===== src/shared/position_port_pkg.sv =====
// Constants shared by the parallel absolute position port design
`default_nettype none

package position_port_pkg;

	// ----------------------------------------------------------------
	// Position word layout
	// ----------------------------------------------------------------
	localparam int STEP_BITS   = 13;                      // Within one turn
	localparam int TURN_BITS   = 16;                      // Turn count
	localparam int WORD_BITS   = STEP_BITS + TURN_BITS;   // Internal word
	localparam int OUT_BITS    = 25;                      // Parallel pins
	localparam int STEP_LSB    = 0;                       // Steps from bit 0
	localparam int TURN_LSB    = STEP_BITS;               // Turns above

	// ----------------------------------------------------------------
	// Timing
	// ----------------------------------------------------------------
	localparam int CLK_PERIOD_NS   = 8;     // 125 MHz
	localparam int PRESET_TIME_MS  = 100;   // Least preset hold
	localparam int REFRESH_TIME_US = 200;   // Refresh bound, exclusive
	// Least time rounds up
	localparam int PRESET_CYCLES =
		(PRESET_TIME_MS * 1000000 + CLK_PERIOD_NS - 1) / CLK_PERIOD_NS;
	// Strictly shorter than the bound
	localparam int REFRESH_CYCLES =
		(REFRESH_TIME_US * 1000) / CLK_PERIOD_NS - 1;
	localparam int HOLD_BITS  = 24;         // Preset hold counter width
	localparam int TIMER_BITS = 15;         // Refresh timer width

	// ----------------------------------------------------------------
	// Register map (byte offsets)
	// ----------------------------------------------------------------
	localparam logic [3:0] OFS_CONTROL = 4'h0;   // Code select
	localparam logic [3:0] OFS_PRESET  = 4'h4;   // Stored preset value
	localparam logic [3:0] OFS_LIVE    = 4'h8;   // Live position, RO
	localparam logic [3:0] OFS_STATUS  = 4'hc;   // Pin state, RO
	localparam int CTRL_GRAY_BIT   = 0;          // 1: Gray coded output
	localparam int STAT_FROZEN_BIT = 0;          // Freeze input high
	localparam int STAT_DRIVE_BIT  = 1;          // Outputs driven
	localparam int STAT_SENSE_BIT  = 2;          // Count sense input
	localparam int STAT_PRESET_BIT = 3;          // Preset taken, held
	localparam logic        CONTROL_RESET = 1'h0;
	localparam logic [28:0] PRESET_RESET  = 29'h0;

endpackage : position_port_pkg

`default_nettype wire


===== src/rtl/parallel_absolute_position_port.sv =====
// Parallel absolute multiturn position port with register access
//
// Decided for this implementation: the register offsets and register access over Avalon-MM.
`default_nettype none

// Contract
// - Drive outputs only while enable pin low
// - Freeze high holds presented word constant
// - Count sense picks increasing rotation direction
// - Presented word refreshes faster than 200 us
// - Within-turn part is 13 bits
// - Turn-count part is 16 bits
// - Output word never exceeds 25 bits
module parallel_absolute_position_port #(
	parameter int PRESET_CYCLES  = position_port_pkg::PRESET_CYCLES,
	parameter int REFRESH_CYCLES = position_port_pkg::REFRESH_CYCLES
) (
	// Clock and reset
	input  wire logic        ref_clk,
	input  wire logic        rst,
	// Control pins, asynchronous levels
	input  wire logic        output_enable_n,
	input  wire logic        freeze_position,
	input  wire logic        count_sense,
	input  wire logic        preset_to_value,
	// Sensing element, asynchronous
	input  wire logic        sense_step,
	input  wire logic        sense_cw,
	// Parallel position pins
	output logic [24:0]      pos_out,
	output logic             pos_oe,
	// Avalon-MM slave
	input  wire logic [3:0]  address,
	input  wire logic        read,
	input  wire logic        write,
	input  wire logic [3:0]  byteenable,
	input  wire logic [31:0] writedata,
	output logic [31:0]      readdata,
	output logic             waitrequest
);

	localparam int SB = position_port_pkg::STEP_BITS;
	localparam int TB = position_port_pkg::TURN_BITS;
	localparam int WB = position_port_pkg::WORD_BITS;
	localparam int HB = position_port_pkg::HOLD_BITS;
	localparam int RB = position_port_pkg::TIMER_BITS;

	// ----------------------------------------------------------------
	// Functions
	// ----------------------------------------------------------------
	// Binary to Gray conversion of a position word
	function automatic logic [WB-1:0] to_gray(input logic [WB-1:0] b);
		return b ^ (b >> 1);
	endfunction : to_gray

	// Merge write data into a register under byte enables
	function automatic logic [31:0] merge(input logic [31:0] old,
		input logic [31:0] wd, input logic [3:0] be);
		logic [31:0] r;
		r = old;
		for (int i = 0; i < 4; i++) begin
			if (be[i]) begin
				r[i*8 +: 8] = wd[i*8 +: 8];
			end
		end
		return r;
	endfunction : merge

	// ----------------------------------------------------------------
	// Pin synchronisers
	// ----------------------------------------------------------------
	logic [5:0] pins_s;          // Synchronised pin levels
	logic       drive_s;         // Enable pin low, outputs active
	logic       frz_s;           // Freeze level
	logic       sense_s;         // Count sense level
	logic       prs_s;           // Preset request level
	logic       step_s;          // Sensor step level
	logic       cw_s;            // Sensor rotation clockwise

	pin_sync #(.WIDTH(6)) u_sync (
		.ref_clk (ref_clk),
		.rst     (rst),
		.pin     ({~output_enable_n, freeze_position, count_sense,
			preset_to_value, sense_step, sense_cw}),
		.level   (pins_s)
	);
	// Undriven controls resolve through the board pulls
	assign {drive_s, frz_s, sense_s, prs_s, step_s, cw_s} = pins_s;

	// ----------------------------------------------------------------
	// Live position counter
	// ----------------------------------------------------------------
	logic [WB-1:0] live;         // {turns, steps}
	logic [WB-1:0] next_live;
	logic          step_d;       // Previous step level
	logic          next_step_d;
	logic [HB-1:0] hold;         // Preset hold time so far
	logic [HB-1:0] next_hold;
	logic          preset_done;  // Preset taken for this request
	logic          next_preset_done;
	logic [WB-1:0] preset_value; // Stored value from software
	logic          step_rise;    // One step seen
	logic          count_up;     // Direction of this step
	logic          preset_fire;  // Load the stored value now

	assign step_rise   = step_s & ~step_d;
	assign count_up    = cw_s ^ sense_s;
	assign preset_fire = prs_s & ~preset_done &
		(hold == HB'(PRESET_CYCLES - 1));

	// Counter next state; steps wrap into the turn count
	always_comb begin
		next_step_d      = step_s;
		next_live        = live;
		next_hold        = hold;
		next_preset_done = preset_done;
		if (!prs_s) begin
			// Request released, rearm
			next_hold        = '0;
			next_preset_done = 1'b0;
		end else if (!preset_done) begin
			next_hold = hold + HB'(1);
		end
		if (preset_fire) begin
			next_live        = preset_value;
			next_preset_done = 1'b1;
		end else if (step_rise) begin
			// 13-bit step part carries into 16-bit turn count
			next_live = count_up ? live + WB'(1) : live - WB'(1);
		end
	end

	always_ff @(posedge ref_clk or posedge rst) begin
		if (rst) begin
			step_d      <= 1'b0;
			live        <= '0;
			hold        <= '0;
			preset_done <= 1'b0;
		end else begin
			step_d      <= next_step_d;
			live        <= next_live;
			hold        <= next_hold;
			preset_done <= next_preset_done;
		end
	end

	// ----------------------------------------------------------------
	// Presented word and pins
	// ----------------------------------------------------------------
	logic [RB-1:0] timer;        // Refresh interval timer
	logic [RB-1:0] next_timer;
	logic [WB-1:0] word;         // Presented position
	logic [WB-1:0] next_word;
	logic [24:0]   next_pos_out;
	logic          gray_mode;    // Control register bit
	logic          tick;         // Refresh instant

	assign tick = (timer == RB'(REFRESH_CYCLES - 1));

	// Refresh unless frozen
	always_comb begin
		next_timer = tick ? '0 : timer + RB'(1);
		next_word  = word;
		if (tick && !frz_s) begin
			next_word = gray_mode ? to_gray(live) : live;
		end
		// Steps in bits 0..12, turns above, top bits cut
		next_pos_out = drive_s ? word[24:0] : 25'h0;
	end

	always_ff @(posedge ref_clk or posedge rst) begin
		if (rst) begin
			timer   <= '0;
			word    <= '0;
			pos_out <= 25'h0;
			pos_oe  <= 1'b0;
		end else begin
			timer   <= next_timer;
			word    <= next_word;
			pos_out <= next_pos_out;
			pos_oe  <= drive_s;
		end
	end

	// ----------------------------------------------------------------
	// Avalon-MM register slave
	// ----------------------------------------------------------------
	logic        ack;            // Answer cycle
	logic        next_ack;
	logic [31:0] next_readdata;
	logic        next_gray_mode;
	logic [WB-1:0] next_preset_value;
	logic [31:0] status;
	logic [31:0] ctrl_merged;    // Control word after lane merge
	logic [31:0] preset_merged;  // Preset word after lane merge

	// Lane merge kept outside the process so only plain selects follow
	assign ctrl_merged   = merge({31'h0, gray_mode}, writedata,
		byteenable);
	assign preset_merged = merge({3'h0, preset_value}, writedata,
		byteenable);

	assign waitrequest = (read | write) & ~ack;
	assign status = {28'h0, preset_done, sense_s, drive_s, frz_s};

	// One wait state, then answer with registered data
	always_comb begin
		next_ack          = (read | write) & ~ack;
		next_readdata     = readdata;
		next_gray_mode    = gray_mode;
		next_preset_value = preset_value;
		if (read && !ack) begin
			case ({address[3:2], 2'b00})
				position_port_pkg::OFS_CONTROL:
					next_readdata = {31'h0, gray_mode};
				position_port_pkg::OFS_PRESET:
					next_readdata = {3'h0, preset_value};
				position_port_pkg::OFS_LIVE:
					next_readdata = {3'h0, live};
				position_port_pkg::OFS_STATUS:
					next_readdata = status;
				default:
					next_readdata = 32'h0;
			endcase
		end
		if (write && !ack) begin
			case ({address[3:2], 2'b00})
				position_port_pkg::OFS_CONTROL:
					next_gray_mode = ctrl_merged[0];
				position_port_pkg::OFS_PRESET:
					next_preset_value = preset_merged[WB-1:0];
				default: begin
					// Read-only or unmapped: ignored
				end
			endcase
		end
	end

	always_ff @(posedge ref_clk or posedge rst) begin
		if (rst) begin
			ack          <= 1'b0;
			readdata     <= 32'h0;
			gray_mode    <= position_port_pkg::CONTROL_RESET;
			preset_value <= position_port_pkg::PRESET_RESET;
		end else begin
			ack          <= next_ack;
			readdata     <= next_readdata;
			gray_mode    <= next_gray_mode;
			preset_value <= next_preset_value;
		end
	end
endmodule : parallel_absolute_position_port

`default_nettype wire


===== src/rtl/pin_sync.sv =====
// Two-stage synchroniser for asynchronous pin levels
`default_nettype none

module pin_sync #(
	parameter int WIDTH = 1
) (
	// Clock and reset
	input  wire logic             ref_clk,
	input  wire logic             rst,
	// Pins in, synchronised levels out
	input  wire logic [WIDTH-1:0] pin,
	output logic      [WIDTH-1:0] level
);

	logic [WIDTH-1:0] stage1;   // Only read by the second stage
	logic [WIDTH-1:0] next_stage1;
	logic [WIDTH-1:0] next_level;

	// Shift chain
	always_comb begin
		next_stage1 = pin;
		next_level  = stage1;
	end

	// Registers
	always_ff @(posedge ref_clk or posedge rst) begin
		if (rst) begin
			stage1 <= '0;
			level  <= '0;
		end else begin
			stage1 <= next_stage1;
			level  <= next_level;
		end
	end

endmodule : pin_sync

`default_nettype wire


===== config.mk =====
export PLATFORM = sky130hd
export DESIGN_NAME = parallel_absolute_position_port
export DESIGN_NICKNAME = d
export VERILOG_FILES = /design/src/shared/position_port_pkg.sv /design/src/rtl/parallel_absolute_position_port.sv /design/src/rtl/pin_sync.sv
export SDC_FILE = /design/constraint.sdc
export NUM_CORES = 1
export LEC_CHECK = 0
export BUFFER_PORTS_ARGS = -buffer_cell sky130_fd_sc_hd__buf_2
export CORE_ASPECT_RATIO = 0.7
export CORE_UTILIZATION = 53
export DETAILED_ROUTE_END_ITERATION = 6
export PLACE_DENSITY = 0.81
export SLEW_MARGIN = 20
export SYNTH_ARGS = -nofsm -noshare
export SYNTH_HDL_FRONTEND = slang
export SYNTH_SLANG_ARGS = --single-unit

===== constraint.sdc =====
create_clock -name ref_clk -period 5.6 [get_ports ref_clk]
set_clock_uncertainty 0.1 [all_clocks]
set_input_delay 0.56 -clock ref_clk [delete_from_list [all_inputs] [get_ports ref_clk]]
set_output_delay 0.56 -clock ref_clk [all_outputs]
set_load 0.01 [all_outputs]

==> results_dict.tcl <==
set metrics [dict create \
    relSlewSlack_pct 33.5 \
    vias 7281 \
    hold_path_end "u_sync.next_level[4]$_DFF_PP0_" \
    r2r-start "u_sync.level[0]$_DFF_PP0_" \
    cp_common_cell "xnor2_1" \
    holdPathStages 1 \
    cts_buffers 17 \
    cts.path.max_buffers 2 \
    yosysTopAreaCell "dfrtp_1" \
    rows 40 \
    slowest_delay_ns 0.48 \
    synth_commonest_cells "dfrtp_1 (193), nand2_1 (120), nor2_1 (67)" \
    startpoint_type "flip-flop" \
    cts_resized 0 \
    p_per_area_nw_per_um2 381 \
    power_frac_clock_pct 27.1 \
    gp_congestion 0.897 \
    hold_path.class "primary input to flip-flop" \
    die_x_um 162 \
    switching_share_pct 35.9 \
    detail-route-antenna-nets 0 \
    path_max_fanout 43 \
    seq_area_frac_synth_pct 50.8 \
    dpl_cell_area_um2 10100 \
    design_area_um2 10600 \
    min_period_ns 3.61 \
    ioPinCount 109 \
    core_um2 17400 \
    ys.flop_type "dfrtp_1" \
    wirelength_um 21600 \
    finalSetupViolCount 0 \
    synth_edf_count 0 \
    clk_pin_slew_worst_paths_ns 0.07 \
    ir_worst_vdd_mv 0.230 \
    synth_cell_types 62 \
    fin_cells 1266 \
    hold_buffers 0 \
    areaGrowthSynthToFinish_pct 11.9 \
    netlist_instances 964 \
    crit_required_ns 5.82 \
    path_cells "xor2_2, buf_4, xnor2_1, ha_1, or4_4, or4_1, a22oi_1, nor3_1, mux2i_1, xnor2_1, mux2_2" \
    intPower_mw 2.60 \
    drive_gt1_share_pct 18.8 \
    root_buffer "clkbuf_16" \
    synth.area.top_cells "dfrtp_1 (51%), mux2_2 (5.4%), nand2_1 (4.7%)" \
    fin_total_pwr_mw 4.06 \
    grt_use_total_pct 25.2 \
    r2r_slack_ns 1.99 \
    avgSynthCellArea_um2 9.87 \
    fmax_ghz 0.277 \
    holdWs_ns 0.121 \
    drc 0 \
    status "finished clean" \
    postSynth.asyncResetShare_pct 100 \
    fin_setup_tns_ns 0 \
    pwr-share-seq_pct 50.7 \
    n_antenna_cell 0 \
    crit_arrival_ns 3.84 \
    tightest_slew_ns 0.998 \
    yosys_warnings 0 \
    cts_tree "built" \
    rsz0062_at_grt "no" \
    yosysTopAreaCellShare_pct 50.8 \
    drtIter0Drc 825 \
    fp.dieArea_um2 18500 \
    htree_levels 4 \
    critPathKind "flip-flop to flip-flop" \
    dr.pass1.iters 5 \
    clock-sinks 193 \
    worstHoldStart "freeze_position" \
    routedWlPerCell_um 17.1 \
    antenna_found_initial 0 \
    die_h_um 114 \
    grt_max_degree 194 \
    rr_worst_depth 11 \
    placed_cells 1235 \
    cp_slowest_cell "or4_4" \
    cts_setup_buffers 0 \
    io_buffers 100 \
    grt_pass1_vias 6830 \
    drv_slew 0 \
    fin_nets 1077 \
    yosysMostFrequentCell "dfrtp_1" \
    insertion_delay_ns 0.44 \
    grt.overflow.total 0 \
    post-route-period-util_pct 64.5 \
    p_sw_mw 1.46 \
    initial_core_util_pct 54.8 \
    synth_area_um2 9510 \
    cap_violations 0 \
    end_kind "flip-flop" \
    leakagePower_nw 4.72 \
    hold_viol 0 \
    p_comb_share_pct 22.3 \
    hpwl_um 14800 \
    via_per_inst 5.75 \
    ys_ff_latch 193 \
    worstReg2RegEnd "live[24]$_DFFE_PP0P_" \
    grt_pass1_wl_um 36000 \
]
## power by group through the flow
stage                     registers (mW)  logic, mW  clock network (mW)
after global placement              2.05      0.868                   0
after CTS                           2.03      0.900                1.11
after detailed placement            2.06      0.891                   0
final                               2.06      0.904                1.10
after floorplan                     1.75      0.892                   0
after global routing                2.10       1.01                1.19
## placed cells by master (no fill, tap or decap), drive strengths merged, types with 6 or more instances in the layout
cell    count
dfrtp     193
nand2     120
buf       108
o21ai      72
nor2       67
mux2       47
xnor2      45
and2       44
xor2       44
nor3       34
a22oi      29
a21oi      26
nand3      24
clkbuf     23
nand4      17
nor4       15
mux2i      12
or3        11
or4        10
inv        10
and3        9
nor2b       6
a21boi      6
## per-stage QoR
stage               util, %  setup slack, ns
finish                 61.3             1.99
global route           61.3             1.83
CTS                    61.3             2.02
detailed placement     58.3             2.05
global placement       58.3             2.04
floorplan                 -             1.74
## worst max-delay path: cells and delay by family (launching register included)
kind                     cells  cell delay (ns)
adder cells (fa/ha/maj)      1             0.24
XOR/XNOR                     3             0.40
multiplexers                 2             0.54
AND/OR/NAND/NOR              3             1.08
AO/OA/AOI/OAI                1             0.26
buffers and inverters        1             0.42
flip-flops                   1             0.43
## cell families (layout without fill, tap and decap cells)
family                   Yosys count  after routing  share of synthesized area, %
other                              1              3                        0.0394
XOR/XNOR                          89             89                          8.19
adder cells (fa/ha/maj)            4              4                         0.526
flip-flops                       193            193                          50.8
AND/OR/NAND/NOR                  379            379                          20.0
buffers and inverters             79            148                          3.29
multiplexers                      60             60                          7.10
AO/OA/AOI/OAI                    159            159                          10.1
## area by class of cell
class                           count  area (um^2)
Fill cell                        1438         6720
Sequential cell                   193         4830
Multi-Input combinational cell    694         4400
Timing Repair Buffer              108          573
Clock buffer                       23          458
Tap cell                          231          289
Clock inverter                      8         56.3
Inverter                            9         37.5
## layer usage
layer	vias up	wire, um	share of wire (%)	GRT usage, %
li1	3461	-	-	-
met1	3484	10600	49	38.7
met2	314	8860	41	35.1
met3	22	1960	9.1	7.10
met4	0	193	0.89	5.97
met5	-	0	0	0
## worst max-delay path by stage
stage,cells past startpoint,startpoint,slack [ns],to
after floorplan,14,u_sync.level[0]$_DFF_PP0_,1.74,live[16]$_DFFE_PP0P_
after global placement,11,u_sync.level[0]$_DFF_PP0_,2.04,live[24]$_DFFE_PP0P_
after detailed placement,11,u_sync.level[0]$_DFF_PP0_,2.05,live[24]$_DFFE_PP0P_
after CTS,11,u_sync.level[0]$_DFF_PP0_,2.02,live[24]$_DFFE_PP0P_
after global routing,11,u_sync.level[3]$_DFF_PP0_,1.83,live[28]$_DFFE_PP0P_
final,11,u_sync.level[0]$_DFF_PP0_,1.99,live[24]$_DFFE_PP0P_
## flip-flops by register name, indices dropped and copies added (netlist names)
name / cells
step_d: 1
pos_out: 25
preset_done: 1
readdata: 29
u_sync.next_level: 6
hold: 24
u_sync.level: 6
pos_oe: 1
timer: 15
word: 25
gray_mode: 1
preset_value: 29
ack: 1
live: 29
Note: power is estimated with default switching activity, not from simulation.
